===== config.mk =====
export PLATFORM = sky130hd
export DESIGN_NAME = hdcra_core
export DESIGN_NICKNAME = d
export VERILOG_FILES = /design/src/hdl/hdcra_pkg.sv /design/src/hdl/hdcra_sel_decode.sv /design/src/hdl/hdcra_resume_addr.sv /design/src/hdl/hdcra_core.sv
export SDC_FILE = /design/constraint.sdc
export NUM_CORES = 1
export LEC_CHECK = 0
export BUFFER_PORTS_ARGS = -buffer_cell sky130_fd_sc_hd__buf_2
export CAP_MARGIN = 20
export CORE_UTILIZATION = 40
export CTS_BUF_LIST = sky130_fd_sc_hd__clkbuf_16
export DETAILED_ROUTE_END_ITERATION = 10
export PLACE_DENSITY = 0.72
export REMOVE_ABC_BUFFERS = 1
export SETUP_SLACK_MARGIN = 0.15
export SLEW_MARGIN = 0
export SYNTH_ARGS = -nofsm -noshare
export SYNTH_HDL_FRONTEND = slang
export SYNTH_SLANG_ARGS = --single-unit

===== constraint.sdc =====
create_clock -name ref_clk -period 2.4 [get_ports ref_clk]
set_input_delay 0.24 -clock ref_clk [delete_from_list [all_inputs] [get_ports ref_clk]]
set_output_delay 0.24 -clock ref_clk [all_outputs]
set_load 0.01 [all_outputs]

===== src/hdl/hdcra_pkg.sv =====
package hdcra_pkg;
   // ==========================================
   // Register addresses
   localparam logic [31:0] HDCRA_ADDR_HCS = 32'hE000EDF0;
   localparam logic [31:0] HDCRA_ADDR_SEL = 32'hE000EDF4;
   localparam logic [31:0] HDCRA_ADDR_DATA = 32'hE000EDF8;

   // ==========================================
   // Halt control status fields
   localparam int HDCRA_BIT_HALTED = 17;
   localparam int HDCRA_BIT_READY = 16;
   localparam int HDCRA_BIT_IMPRECISE = 5;
   localparam int HDCRA_BIT_MASK = 3;
   localparam int HDCRA_BIT_STEP = 2;
   localparam int HDCRA_BIT_HALT = 1;
   localparam int HDCRA_BIT_ENABLE = 0;
   localparam logic [15:0] HDCRA_WRITE_KEY = 16'hA05F;
   localparam int HDCRA_KEY_LSB = 16;

   // ==========================================
   // Core register selector fields
   localparam int HDCRA_BIT_DIR = 16;
   localparam int HDCRA_SEL_W = 7;
   localparam int HDCRA_SEL_W_NOFP = 5;
   localparam logic HDCRA_HAS_FP = 1'b1;
   localparam logic [6:0] HDCRA_SEL_R12 = 7'h0C;
   localparam logic [6:0] HDCRA_SEL_SP = 7'h0D;
   localparam logic [6:0] HDCRA_SEL_LR = 7'h0E;
   localparam logic [6:0] HDCRA_SEL_RESUME = 7'h0F;
   localparam logic [6:0] HDCRA_SEL_PSR = 7'h10;
   localparam logic [6:0] HDCRA_SEL_MSP = 7'h11;
   localparam logic [6:0] HDCRA_SEL_PSP = 7'h12;
   localparam logic [6:0] HDCRA_SEL_SPECIAL = 7'h14;
   localparam logic [6:0] HDCRA_SEL_FPSC = 7'h21;
   localparam logic [6:0] HDCRA_SEL_S0 = 7'h40;
   localparam logic [6:0] HDCRA_SEL_S31 = 7'h5F;

   // ==========================================
   // Reset values and sizes
   localparam logic [31:0] HDCRA_WORD_RESET = 32'h00000000;
   localparam int HDCRA_EXT_IRQS = 8;

   typedef enum logic [1:0] {XF_IDLE, XF_LOCAL, XF_CORE} hdcra_xfer_e;
endpackage : hdcra_pkg


===== src/hdl/hdcra_sel_decode.sv =====
`timescale 1ns/1ps
module hdcra_sel_decode (
   input wire logic [hdcra_pkg::HDCRA_SEL_W-1:0] sel,
   output logic sel_valid,
   output logic sel_resume
);
   import hdcra_pkg::*;

   logic [HDCRA_SEL_W-1:0] eff;

   // ==========================================
   // Select decode
   always_comb begin
      eff = sel;
      if (!HDCRA_HAS_FP) begin
         eff = {2'b00, sel[HDCRA_SEL_W_NOFP-1:0]};
      end
      sel_resume = (eff == HDCRA_SEL_RESUME);
      sel_valid = (eff <= HDCRA_SEL_PSP)
         || (eff == HDCRA_SEL_SPECIAL)
         || (HDCRA_HAS_FP && (eff == HDCRA_SEL_FPSC))
         || (HDCRA_HAS_FP && (eff >= HDCRA_SEL_S0) && (eff <= HDCRA_SEL_S31));
   end
endmodule : hdcra_sel_decode


===== src/hdl/hdcra_resume_addr.sv =====
`timescale 1ns/1ps
module hdcra_resume_addr (
   input wire logic ref_clk,
   input wire logic rst_b,
   input wire logic ce,
   input wire logic debug_entry,
   input wire logic entry_is_bkpt,
   input wire logic [31:0] bkpt_addr,
   input wire logic [31:0] next_addr,
   input wire logic wr_en,
   input wire logic [31:0] wdata,
   output logic [31:0] resume_address
);
   import hdcra_pkg::*;

   logic [31:0] addr_reg;
   logic [31:0] addr_next;

   // ==========================================
   // Resume address capture
   always_comb begin
      addr_next = addr_reg;
      if (debug_entry) begin
         addr_next = entry_is_bkpt ? bkpt_addr : next_addr;
      end else if (wr_en) begin
         addr_next = wdata;
      end
      addr_next[0] = 1'b0;
   end

   always_ff @(posedge ref_clk or negedge rst_b) begin
      if (!rst_b) begin
         addr_reg <= HDCRA_WORD_RESET;
      end else if (ce) begin
         addr_reg <= addr_next;
      end
   end

   assign resume_address = addr_reg;

   chk_resume_bit_zero: assert property (@(posedge ref_clk) disable iff (!rst_b)
      !resume_address[0]) else $error("resume address bit 0 not zero");
   chk_resume_capture: assert property (@(posedge ref_clk) disable iff (!rst_b)
      ce && debug_entry && entry_is_bkpt |=> resume_address[31:1] == $past(bkpt_addr[31:1]))
      else $error("breakpoint address not captured");
endmodule : hdcra_resume_addr


===== src/hdl/hdcra_core.sv =====
`timescale 1ns/1ps
module hdcra_core (
   input wire logic ref_clk,
   input wire logic rst_b,
   input wire logic ce,
   input wire logic local_rst,
   input wire logic acc_valid,
   input wire logic acc_write,
   input wire logic acc_from_dap,
   input wire logic [31:0] acc_addr,
   input wire logic [31:0] acc_wdata,
   output logic [31:0] acc_rdata,
   output logic acc_rvalid,
   input wire logic core_halted,
   input wire logic debug_entry,
   input wire logic entry_is_bkpt,
   input wire logic [31:0] bkpt_addr,
   input wire logic [31:0] next_addr,
   output logic [31:0] resume_address,
   output logic halt_req,
   output logic step_enable,
   output logic imprecise_entry_req,
   output logic xfer_req,
   output logic xfer_write,
   output logic [hdcra_pkg::HDCRA_SEL_W-1:0] xfer_sel,
   output logic [31:0] xfer_wdata,
   input wire logic xfer_done,
   input wire logic [31:0] xfer_rdata,
   input wire logic pendable_service_call_in,
   input wire logic system_tick_interrupt_in,
   input wire logic [hdcra_pkg::HDCRA_EXT_IRQS-1:0] ext_irq_in,
   input wire logic nmi_in,
   output logic pendable_service_call_out,
   output logic system_tick_interrupt_out,
   output logic [hdcra_pkg::HDCRA_EXT_IRQS-1:0] ext_irq_out,
   output logic nmi_out
);
   import hdcra_pkg::*;

   // ==========================================
   // Access decode
   logic wr_hcs;
   logic wr_sel;
   logic wr_data;
   logic rd_any;
   logic key_ok;
   logic sel_accept;

   assign wr_hcs = acc_valid && acc_write && (acc_addr == HDCRA_ADDR_HCS);
   assign wr_sel = acc_valid && acc_write && (acc_addr == HDCRA_ADDR_SEL);
   assign wr_data = acc_valid && acc_write && (acc_addr == HDCRA_ADDR_DATA);
   assign rd_any = acc_valid && !acc_write;
   assign key_ok = (acc_wdata[31:HDCRA_KEY_LSB] == HDCRA_WRITE_KEY);

   // ==========================================
   // Halt control state
   logic halting_debug_enable_reg;
   logic halting_debug_enable_next;
   logic halt_reg;
   logic halt_next;
   logic step_reg;
   logic step_next;
   logic debug_irq_mask_reg;
   logic debug_irq_mask_next;
   logic imprecise_entry_req_reg;
   logic imprecise_entry_req_next;
   logic ctl_wr;

   assign ctl_wr = wr_hcs && key_ok;

   always_comb begin
      halting_debug_enable_next = halting_debug_enable_reg;
      halt_next = halt_reg;
      step_next = step_reg;
      debug_irq_mask_next = debug_irq_mask_reg;
      imprecise_entry_req_next = imprecise_entry_req_reg;
      if (ctl_wr) begin
         if (acc_from_dap) begin
            halting_debug_enable_next = acc_wdata[HDCRA_BIT_ENABLE];
         end
         halt_next = acc_wdata[HDCRA_BIT_HALT];
         debug_irq_mask_next = acc_wdata[HDCRA_BIT_MASK];
         if (acc_wdata[HDCRA_BIT_STEP]) begin
            step_next = 1'b1;
         end
         if (acc_wdata[HDCRA_BIT_IMPRECISE]) begin
            imprecise_entry_req_next = 1'b1;
         end
      end
      if (debug_entry) begin
         halt_next = 1'b1;
      end
      if (local_rst) begin
         halt_next = 1'b0;
      end
   end

   always_ff @(posedge ref_clk or negedge rst_b) begin
      if (!rst_b) begin
         halting_debug_enable_reg <= 1'b0;
         halt_reg <= 1'b0;
         step_reg <= 1'b0;
         debug_irq_mask_reg <= 1'b0;
         imprecise_entry_req_reg <= 1'b0;
      end else if (ce) begin
         halting_debug_enable_reg <= halting_debug_enable_next;
         halt_reg <= halt_next;
         step_reg <= step_next;
         debug_irq_mask_reg <= debug_irq_mask_next;
         imprecise_entry_req_reg <= imprecise_entry_req_next;
      end
   end

   assign halt_req = halting_debug_enable_reg && halt_reg;
   assign step_enable = halting_debug_enable_reg && step_reg;
   assign imprecise_entry_req = halting_debug_enable_reg && imprecise_entry_req_reg;

   // ==========================================
   // Interrupt masking
   logic mask_on;

   assign mask_on = halting_debug_enable_reg && debug_irq_mask_reg;
   assign pendable_service_call_out = pendable_service_call_in && !mask_on;
   assign system_tick_interrupt_out = system_tick_interrupt_in && !mask_on;
   assign nmi_out = nmi_in;

   genvar gi;
   generate
      for (gi = 0; gi < HDCRA_EXT_IRQS; gi++) begin : g_ext_mask
         assign ext_irq_out[gi] = ext_irq_in[gi] && !mask_on;
      end
   endgenerate

   // ==========================================
   // Transfer control
   hdcra_xfer_e xf_reg;
   hdcra_xfer_e xf_next;
   logic [HDCRA_SEL_W-1:0] sel_reg;
   logic [HDCRA_SEL_W-1:0] sel_next;
   logic dir_reg;
   logic dir_next;
   logic ready_reg;
   logic ready_next;
   logic [31:0] data_word_reg;
   logic [31:0] data_word_next;
   logic sel_valid;
   logic sel_resume;
   logic resume_wr;

   hdcra_sel_decode u_decode (
      .sel(acc_wdata[HDCRA_SEL_W-1:0]),
      .sel_valid(sel_valid),
      .sel_resume(sel_resume)
   );

   assign sel_accept = wr_sel && core_halted && (xf_reg == XF_IDLE);

   always_comb begin
      xf_next = xf_reg;
      sel_next = sel_reg;
      dir_next = dir_reg;
      ready_next = ready_reg;
      data_word_next = data_word_reg;
      resume_wr = 1'b0;
      if (wr_data) begin
         data_word_next = acc_wdata;
      end
      unique case (xf_reg)
         XF_IDLE: begin
            if (sel_accept) begin
               sel_next = acc_wdata[HDCRA_SEL_W-1:0];
               dir_next = acc_wdata[HDCRA_BIT_DIR];
               ready_next = 1'b0;
               if (sel_valid && !sel_resume) begin
                  xf_next = XF_CORE;
               end else begin
                  xf_next = XF_LOCAL;
               end
            end
         end
         XF_LOCAL: begin
            if (sel_reg == HDCRA_SEL_RESUME) begin
               if (dir_reg) begin
                  resume_wr = 1'b1;
               end else begin
                  data_word_next = resume_address;
               end
            end
            ready_next = 1'b1;
            xf_next = XF_IDLE;
         end
         XF_CORE: begin
            if (xfer_done) begin
               if (!dir_reg) begin
                  data_word_next = xfer_rdata;
               end
               ready_next = 1'b1;
               xf_next = XF_IDLE;
            end
         end
      endcase
   end

   always_ff @(posedge ref_clk or negedge rst_b) begin
      if (!rst_b) begin
         xf_reg <= XF_IDLE;
         sel_reg <= '0;
         dir_reg <= 1'b0;
         ready_reg <= 1'b0;
         data_word_reg <= HDCRA_WORD_RESET;
      end else if (ce) begin
         xf_reg <= xf_next;
         sel_reg <= sel_next;
         dir_reg <= dir_next;
         ready_reg <= ready_next;
         data_word_reg <= data_word_next;
      end
   end

   assign xfer_req = (xf_reg == XF_CORE);
   assign xfer_write = dir_reg;
   assign xfer_sel = sel_reg;
   assign xfer_wdata = data_word_reg;

   hdcra_resume_addr u_resume (
      .ref_clk(ref_clk),
      .rst_b(rst_b),
      .ce(ce),
      .debug_entry(debug_entry),
      .entry_is_bkpt(entry_is_bkpt),
      .bkpt_addr(bkpt_addr),
      .next_addr(next_addr),
      .wr_en(resume_wr),
      .wdata(data_word_reg),
      .resume_address(resume_address)
   );

   // ==========================================
   // Read data
   logic [31:0] rdata_reg;
   logic [31:0] rdata_next;
   logic rvalid_reg;
   logic rvalid_next;

   always_comb begin
      rdata_next = rdata_reg;
      rvalid_next = rd_any;
      if (rd_any) begin
         rdata_next = '0;
         if (acc_addr == HDCRA_ADDR_HCS) begin
            rdata_next[HDCRA_BIT_HALTED] = core_halted;
            rdata_next[HDCRA_BIT_READY] = core_halted && ready_reg;
            rdata_next[HDCRA_BIT_IMPRECISE] = imprecise_entry_req_reg;
            rdata_next[HDCRA_BIT_MASK] = mask_on;
            rdata_next[HDCRA_BIT_STEP] = step_enable;
            rdata_next[HDCRA_BIT_HALT] = halt_req;
            rdata_next[HDCRA_BIT_ENABLE] = halting_debug_enable_reg;
         end else if (acc_addr == HDCRA_ADDR_DATA) begin
            rdata_next = data_word_reg;
         end
      end
   end

   always_ff @(posedge ref_clk or negedge rst_b) begin
      if (!rst_b) begin
         rdata_reg <= HDCRA_WORD_RESET;
         rvalid_reg <= 1'b0;
      end else if (ce) begin
         rdata_reg <= rdata_next;
         rvalid_reg <= rvalid_next;
      end
   end

   assign acc_rdata = rdata_reg;
   assign acc_rvalid = rvalid_reg;

   // ==========================================
   // Checks
   chk_halted_readback: assert property (@(posedge ref_clk) disable iff (!rst_b)
      ce && rd_any && acc_addr == HDCRA_ADDR_HCS
      |=> acc_rvalid && acc_rdata[HDCRA_BIT_HALTED] == $past(core_halted))
      else $error("halted status bit wrong");
   chk_ready_clear: assert property (@(posedge ref_clk) disable iff (!rst_b)
      ce && sel_accept |=> !ready_reg) else $error("ready not cleared");
   chk_ready_core_done: assert property (@(posedge ref_clk) disable iff (!rst_b)
      ce && xf_reg == XF_CORE && xfer_done |=> ready_reg && xf_reg == XF_IDLE)
      else $error("ready not set after transfer");
   chk_imprecise_sticky: assert property (@(posedge ref_clk) disable iff (!rst_b)
      imprecise_entry_req_reg |=> imprecise_entry_req_reg)
      else $error("imprecise bit cleared by a write");
   chk_key_gate: assert property (@(posedge ref_clk) disable iff (!rst_b)
      ce && wr_hcs && !key_ok && !debug_entry && !local_rst
      |=> $stable(halt_reg) && $stable(debug_irq_mask_reg))
      else $error("unkeyed write took effect");
   chk_enable_sw: assert property (@(posedge ref_clk) disable iff (!rst_b)
      ce && wr_hcs && !acc_from_dap |=> $stable(halting_debug_enable_reg))
      else $error("software changed debug enable");
   chk_mask_gate: assert property (@(posedge ref_clk) disable iff (!rst_b)
      mask_on |-> !pendable_service_call_out && !system_tick_interrupt_out
      && ext_irq_out == '0 && nmi_out == nmi_in) else $error("interrupt mask wrong");
   chk_halt_local: assert property (@(posedge ref_clk) disable iff (!rst_b)
      ce && local_rst |=> !halt_reg) else $error("halt kept over local reset");
   chk_step_set: assert property (@(posedge ref_clk) disable iff (!rst_b)
      ce && ctl_wr && acc_wdata[HDCRA_BIT_STEP] |=> step_reg)
      else $error("step bit not set");
   chk_core_request: assert property (@(posedge ref_clk) disable iff (!rst_b)
      ce && sel_accept && sel_valid && !sel_resume
      |=> xfer_req && xfer_write == $past(acc_wdata[HDCRA_BIT_DIR]))
      else $error("transfer not started");
   chk_halt_write: assert property (@(posedge ref_clk) disable iff (!rst_b)
      ce && ctl_wr && !debug_entry && !local_rst
      |=> halt_reg == $past(acc_wdata[HDCRA_BIT_HALT])) else $error("halt bit not written");
endmodule : hdcra_core


==> results of run 1 <==
[logic make-up (layout without fill, tap and decap cells)]
| family | Yosys count | count (layout) | share of synthesized area |
|---|---|---|---|
| compound gates | 235 | 235 | 0.270 |
| fa+ha+maj | 4 | 4 | 0.00796 |
| buf+inv | 63 | 350 | 0.0438 |
| flops | 112 | 112 | 0.469 |
| mux | 43 | 43 | 0.0811 |
| other cells | 1 | 1 | 0.000628 |
| simple gates | 128 | 128 | 0.127 |
[layout make-up]
type | count | area, um2
clock buffer | 9 | 225
clock inverter | 6 | 70.1
fill | 1333 | 6500
inverter | 13 | 48.8
multi-input combinational | 411 | 2910
sequential | 112 | 2800
tap | 184 | 230
timing repair buffer | 322 | 1740
[critical path: cells and delay by family, from the launching register on]
kind / cells / cell delay [ps]
flops: 1 / 390
simple gates: 3 / 1040
buf+inv: 1 / 240
compound gates: 2 / 250
[power by group through the flow]
stage          logic, uW  clock network (uW)  registers (uW)
5_1_grt             1850                1640            2420
3_5_place_dp        1700                   0            2420
6_report            1710                1530            2390
2_1_floorplan        833                   0            2460
3_3_place_gp        1680                   0            2420
4_1_cts             1700                1570            2380
[synth_stat cells, drive strengths merged]
library cell / instances
dfrtp: 112
o22ai: 73
a21oi: 51
mux2: 43
a22o: 42
clkbuf: 36
nand2: 32
nand3: 26
nor2: 21
a22oi: 20
a32oi: 19
a221oi: 14
and2: 14
buf: 14
inv: 13
o21ai: 10
nor4: 9
and3: 4
nand4: 4
ha: 3
a21o: 2
and4b: 2
nand2b: 2
nand4b: 2
nor3: 2
nor4bb: 2
a31o: 1
and3b: 1
and4: 1
conb: 1
maj3: 1
nand3b: 1
nand4bb: 1
nor2b: 1
nor4b: 1
o211ai: 1
o21a: 1
o31ai: 1
or4: 1
or4b: 1
[per-layer routing]
layer	up-vias	GRT usage	part of all wire	routed length, um
met5	-	0	0.00049	10
met4	2	0.0709	0.015	313
met3	32	0.0582	0.072	1470
met2	338	0.440	0.49	10100
met1	2940	0.343	0.42	8660
li1	2859	-	-	-
[how the worst max path moves through the flow]
stage / startpoint / endpoint / slack (ps)
after floorplan: xfer_sel[5]$_DFFE_PN0P_ / u_resume.resume_address[10]$_DFFE_PN0P_ / -610
after global placement: acc_addr[17] / halt_reg$_DFFE_PN0P_ / 150
after detailed placement: acc_addr[17] / halt_reg$_DFFE_PN0P_ / 110
after CTS: xf_reg[0]$_DFFE_PN0P_ / xfer_wdata[16]$_DFFE_PN0P_ / 290
after global routing: xfer_sel[5]$_DFFE_PN0P_ / u_resume.resume_address[7]$_DFFE_PN0P_ / 220
final: xfer_sel[5]$_DFFE_PN0P_ / u_resume.resume_address[7]$_DFFE_PN0P_ / 330
[stage by stage]
step	cell area (um2)	worst slack, ps	setup TNS, ps	utilization
detailed placement	7730	108	0	0.532
floorplan	5760	-611	-17180	-
global route	8040	216	0	0.553
CTS	8040	288	0	0.553
finish	8040	329	0	0.553
global placement	7730	149	0	0.532
[what timing repair did]
action	CTS	global route
hold buffers	1	0
endpoints found under the hold margin	34	0
resized for setup	0	1
endpoints found under the setup margin	0	3
==> impl_metrics.ini, run 1 <==
[power_and_ir_drop]
pwr-share-clk = 0.272
finalPower_uw = 5630
leakage_uw = 0.00406
ir_drop_mv = 0.380
p_seq_frac = 0.425
p_int_uw = 3680
comb_power_share = 0.303
p_per_area_nw_per_um2 = 700
switching_share = 0.346
p_switching_uw = 1940

[clock_network]
cts_root_buf = clkbuf_16
post-cts-setup-buffer-count = 0
htree_levels = 3
cts_inserted_buffers = 9
clock_latency_ps = 350
cts_max_path_buffers = 2
cts_sinks = 112
cts_tree = yes
path_clk_slew_ps = 70

[worst_setup_path]
cp.arrival_ps = 2280
reg2reg_setup_slack_ps = 330
crit_path_top_delay_cell = or4b_4
rr_endpoint = u_resume.resume_address[7]$_DFFE_PN0P_
cp.required_ps = 2610
r2r-start = xfer_sel[5]$_DFFE_PN0P_
crit_path_start_kind = flip-flop
critical_path_class = reg -> reg
crit_path_end_kind = flip-flop
cp_cell_sequence = or4b_4 > nor4_4 > buf_12 > nand2_1 > o22ai_1 > a21oi_1
cp_max_fo = 30
max_stage_delay_ps = 590
reg2reg_depth = 6

[routing]
viasPerCell = 5.84
drtIter0Drc = 552
vias = 6171
antenna_left = 0
drt-wirelength-per-cell_um = 19.4
wl_um = 20500
drt_first_pass_iters = 5
drc = 0

[sta]
min_period_ps = 2070
setup_violations = 0
hold_viol_final = 0
slew_headroom = 0.537
rsz0062_at_grt = no
post-route-period-util = 0.863
whs_ps = 47.8
tightest_slew_ps = 694
skew_ps = 10.9
slew_viol_final = 0
max_freq_ghz = 0.483

[floorplan]
fp.dieH_um = 124
start_util = 0.411
floorplan.die_area_um2 = 15400
coreArea_um2 = 14500
rows = 44
ios = 302
chipWidth_um = 124

[global_routing]
grt_pass1_wl_um = 32100
grt.total_usage = 0.264
grt_max_degree = 42
overflow = 0
first_global_vias = 5990
antenna_found_initial = 1

[yosys]
synth_area_um2 = 5970
syn_inst = 586
seq_area_frac_synth = 0.469
yosysTopAreaCellShare = 0.469
synth_area_per_cell_um2 = 10.2
synthTopCellsByArea = dfrtp_1, mux2_2, o22ai_1, a22o_1, a21oi_1
ys_types = 47
ys_seq_elements = 112
synth_largest_area_cell = dfrtp_1
yosys_warnings = 0

[place]
placedCellCount = 1041
port_buffers = 296
gp_congestion = 0.818
dp_hpwl_um = 14500

[finish]
syn_to_final_growth_pct = 34.5
final_common_cell = buf_2
fin_cells = 1057
final_nets = 1054
drive_gt1_frac = 0.444
final_cell_mix = buf_2, dfrtp_1, o22ai_1
antenna_cells = 0

[min_path]
hold_path_class = in -> reg
min_from = local_rst
hold_depth = 2
min_to = halt_reg$_DFFE_PN0P_

[job]
maxCapViolations = 0

[status]
status = finished clean
No activity file was read; power rests on OpenSTA's default activity.
==> run 2: changes to the inputs <==
--- a/config.mk
+++ b/config.mk
@@ -10,7 +10,7 @@
 export CORE_UTILIZATION = 40
 export CTS_BUF_LIST = sky130_fd_sc_hd__clkbuf_16
 export DETAILED_ROUTE_END_ITERATION = 10
-export PLACE_DENSITY = 0.72
+export PLACE_DENSITY_LB_ADDON = 0.1
 export REMOVE_ABC_BUFFERS = 1
 export SETUP_SLACK_MARGIN = 0.15
 export SLEW_MARGIN = 0
==> impl_metrics.ini, run 2 (synthesis gave the netlist of run 1 again) <==
[floorplan]
coreArea_um2 = 14500
floorplan.die_area_um2 = 15400
start_util = 0.411
ios = 302
chipWidth_um = 124
fp.dieH_um = 124
rows = 44

[finish]
drive_gt1_frac = 0.451
syn_to_final_growth_pct = 35.3
final_common_cell = buf_2
fin_util = 0.556
fin_cells = 1064
final_nets = 1059
finalInstanceArea_um2 = 8080
final_cell_mix = buf_2, dfrtp_1, o22ai_1

[sta]
hold_viol_final = 0
tightest_slew_ps = 707
slew_headroom = 0.528
skew_ps = 8.32
min_period_ps = 2180
max_freq_ghz = 0.459
slew_viol_final = 0
setup_violations = 0
rsz0062_at_grt = yes
post-route-period-util = 0.907

[worst_setup_path]
crit_path_end_kind = flip-flop
cp.arrival_ps = 2410
critical_path_class = reg -> reg
cp_max_fo = 11
crit_path_start_kind = flip-flop
cp.required_ps = 2630
crit_path_start = xfer_sel[6]$_DFFE_PN0P_
rr_endpoint = u_resume.resume_address[11]$_DFFE_PN0P_
r2r-start = xfer_sel[6]$_DFFE_PN0P_
crit_end = u_resume.resume_address[11]$_DFFE_PN0P_
reg2reg_depth = 6
reg2reg_setup_slack_ps = 220

[place]
place_area_um2 = 7710
gp_congestion = 0.829
port_buffers = 296
dp_hpwl_um = 15500
placedCellCount = 1043

[global_routing]
antenna_found_initial = 1
grt_max_degree = 71
grt.total_usage = 0.280
first_global_vias = 6267
grt_pass1_wl_um = 33900
overflow = 0

[routing]
drc = 0
wl_um = 21600
drt-wirelength-per-cell_um = 20.3
drt_first_pass_iters = 5
antenna_left = 0
vias = 6361
viasPerCell = 5.98
drtIter0Drc = 566

[job]
maxCapViolations = 0

[min_path]
hold_path_class = in -> reg

[power_and_ir_drop]
ir_drop_mv = 0.352
leakage_uw = 0.00410
p_per_area_nw_per_um2 = 700

[clock_network]
clock_latency_ps = 360
cts_inserted_buffers = 9
cts_max_path_buffers = 2
path_clk_slew_ps = 70
htree_levels = 3
cts_tree = yes
cts_sinks = 112
cts_root_buf = clkbuf_16

[status]
status = finished clean
[run 2: final cells by class]
| type | count | area [um2] |
|---|---|---|
| diodes | 1 | 2.50 |
| clock buffers | 9 | 225 |
| well taps | 184 | 230 |
| flip-flops and latches | 112 | 2800 |
| multi-input cells | 411 | 2930 |
| repair buffers | 327 | 1770 |
| clock inverters | 7 | 72.6 |
| fillers | 1313 | 6450 |
| inverters | 13 | 48.8 |
[run 2: stage by stage]
stage | worst slack [ps] | hold slack, ps | setup TNS (ps) | total power (uW)
2_1_floorplan | -611 | -55.6 | -17180 | 3290
3_3_place_gp | 210 | 84.4 | 0 | 4090
3_5_place_dp | 158 | 81.4 | 0 | 4140
4_1_cts | 211 | 31.1 | 0 | 5680
5_1_grt | 125 | 44.8 | 0 | 5960
6_report | 222 | 41.0 | 0 | 5660
[run 2: critical path, cell delays in order (launching register included)]
cell     delay [ps]
dfrtp_1         400
or4b_4          600
nor4_4          350
nand2_2         200
buf_4           240
o22ai_1         160
a21oi_1          90
[run 2: how the worst min path moves through the flow]
stage                     startpoint                   endpoint  depth (start not counted)
after CTS                  local_rst       halt_reg$_DFFE_PN0P_                          2
after global routing       local_rst       halt_reg$_DFFE_PN0P_                          2
final                      local_rst       halt_reg$_DFFE_PN0P_                          2
after floorplan                rst_b   acc_rdata[0]$_DFFE_PN0P_                          0
after detailed placement       rst_b  acc_rdata[12]$_DFFE_PN0P_                          1
after global placement         rst_b  acc_rdata[12]$_DFFE_PN0P_                          1
[run 2: per-layer routing]
metal | routed length (um) | GRT usage | up-vias
met3 | 1520 | 0.0591 | 39
met2 | 10700 | 0.472 | 336
met4 | 452 | 0.0787 | 0
li1 | - | - | 2873
met1 | 9010 | 0.360 | 3113
met5 | 0 | 0 | -
[run 2: repair_timing]
item	CTS	global route
hold buffers	1	0
pin swaps	0	2
gates resized for setup	1	6
setup endpoints to repair	1	39
hold endpoints to repair	8	0
buffers inserted	0	2
gates cloned	0	1
[run 2: report_power, final]
group | total [uW] | internal, uW | switching (uW)
clock network | 1540 | 815 | 728
registers | 2390 | 2110 | 271
logic | 1730 | 751 | 979
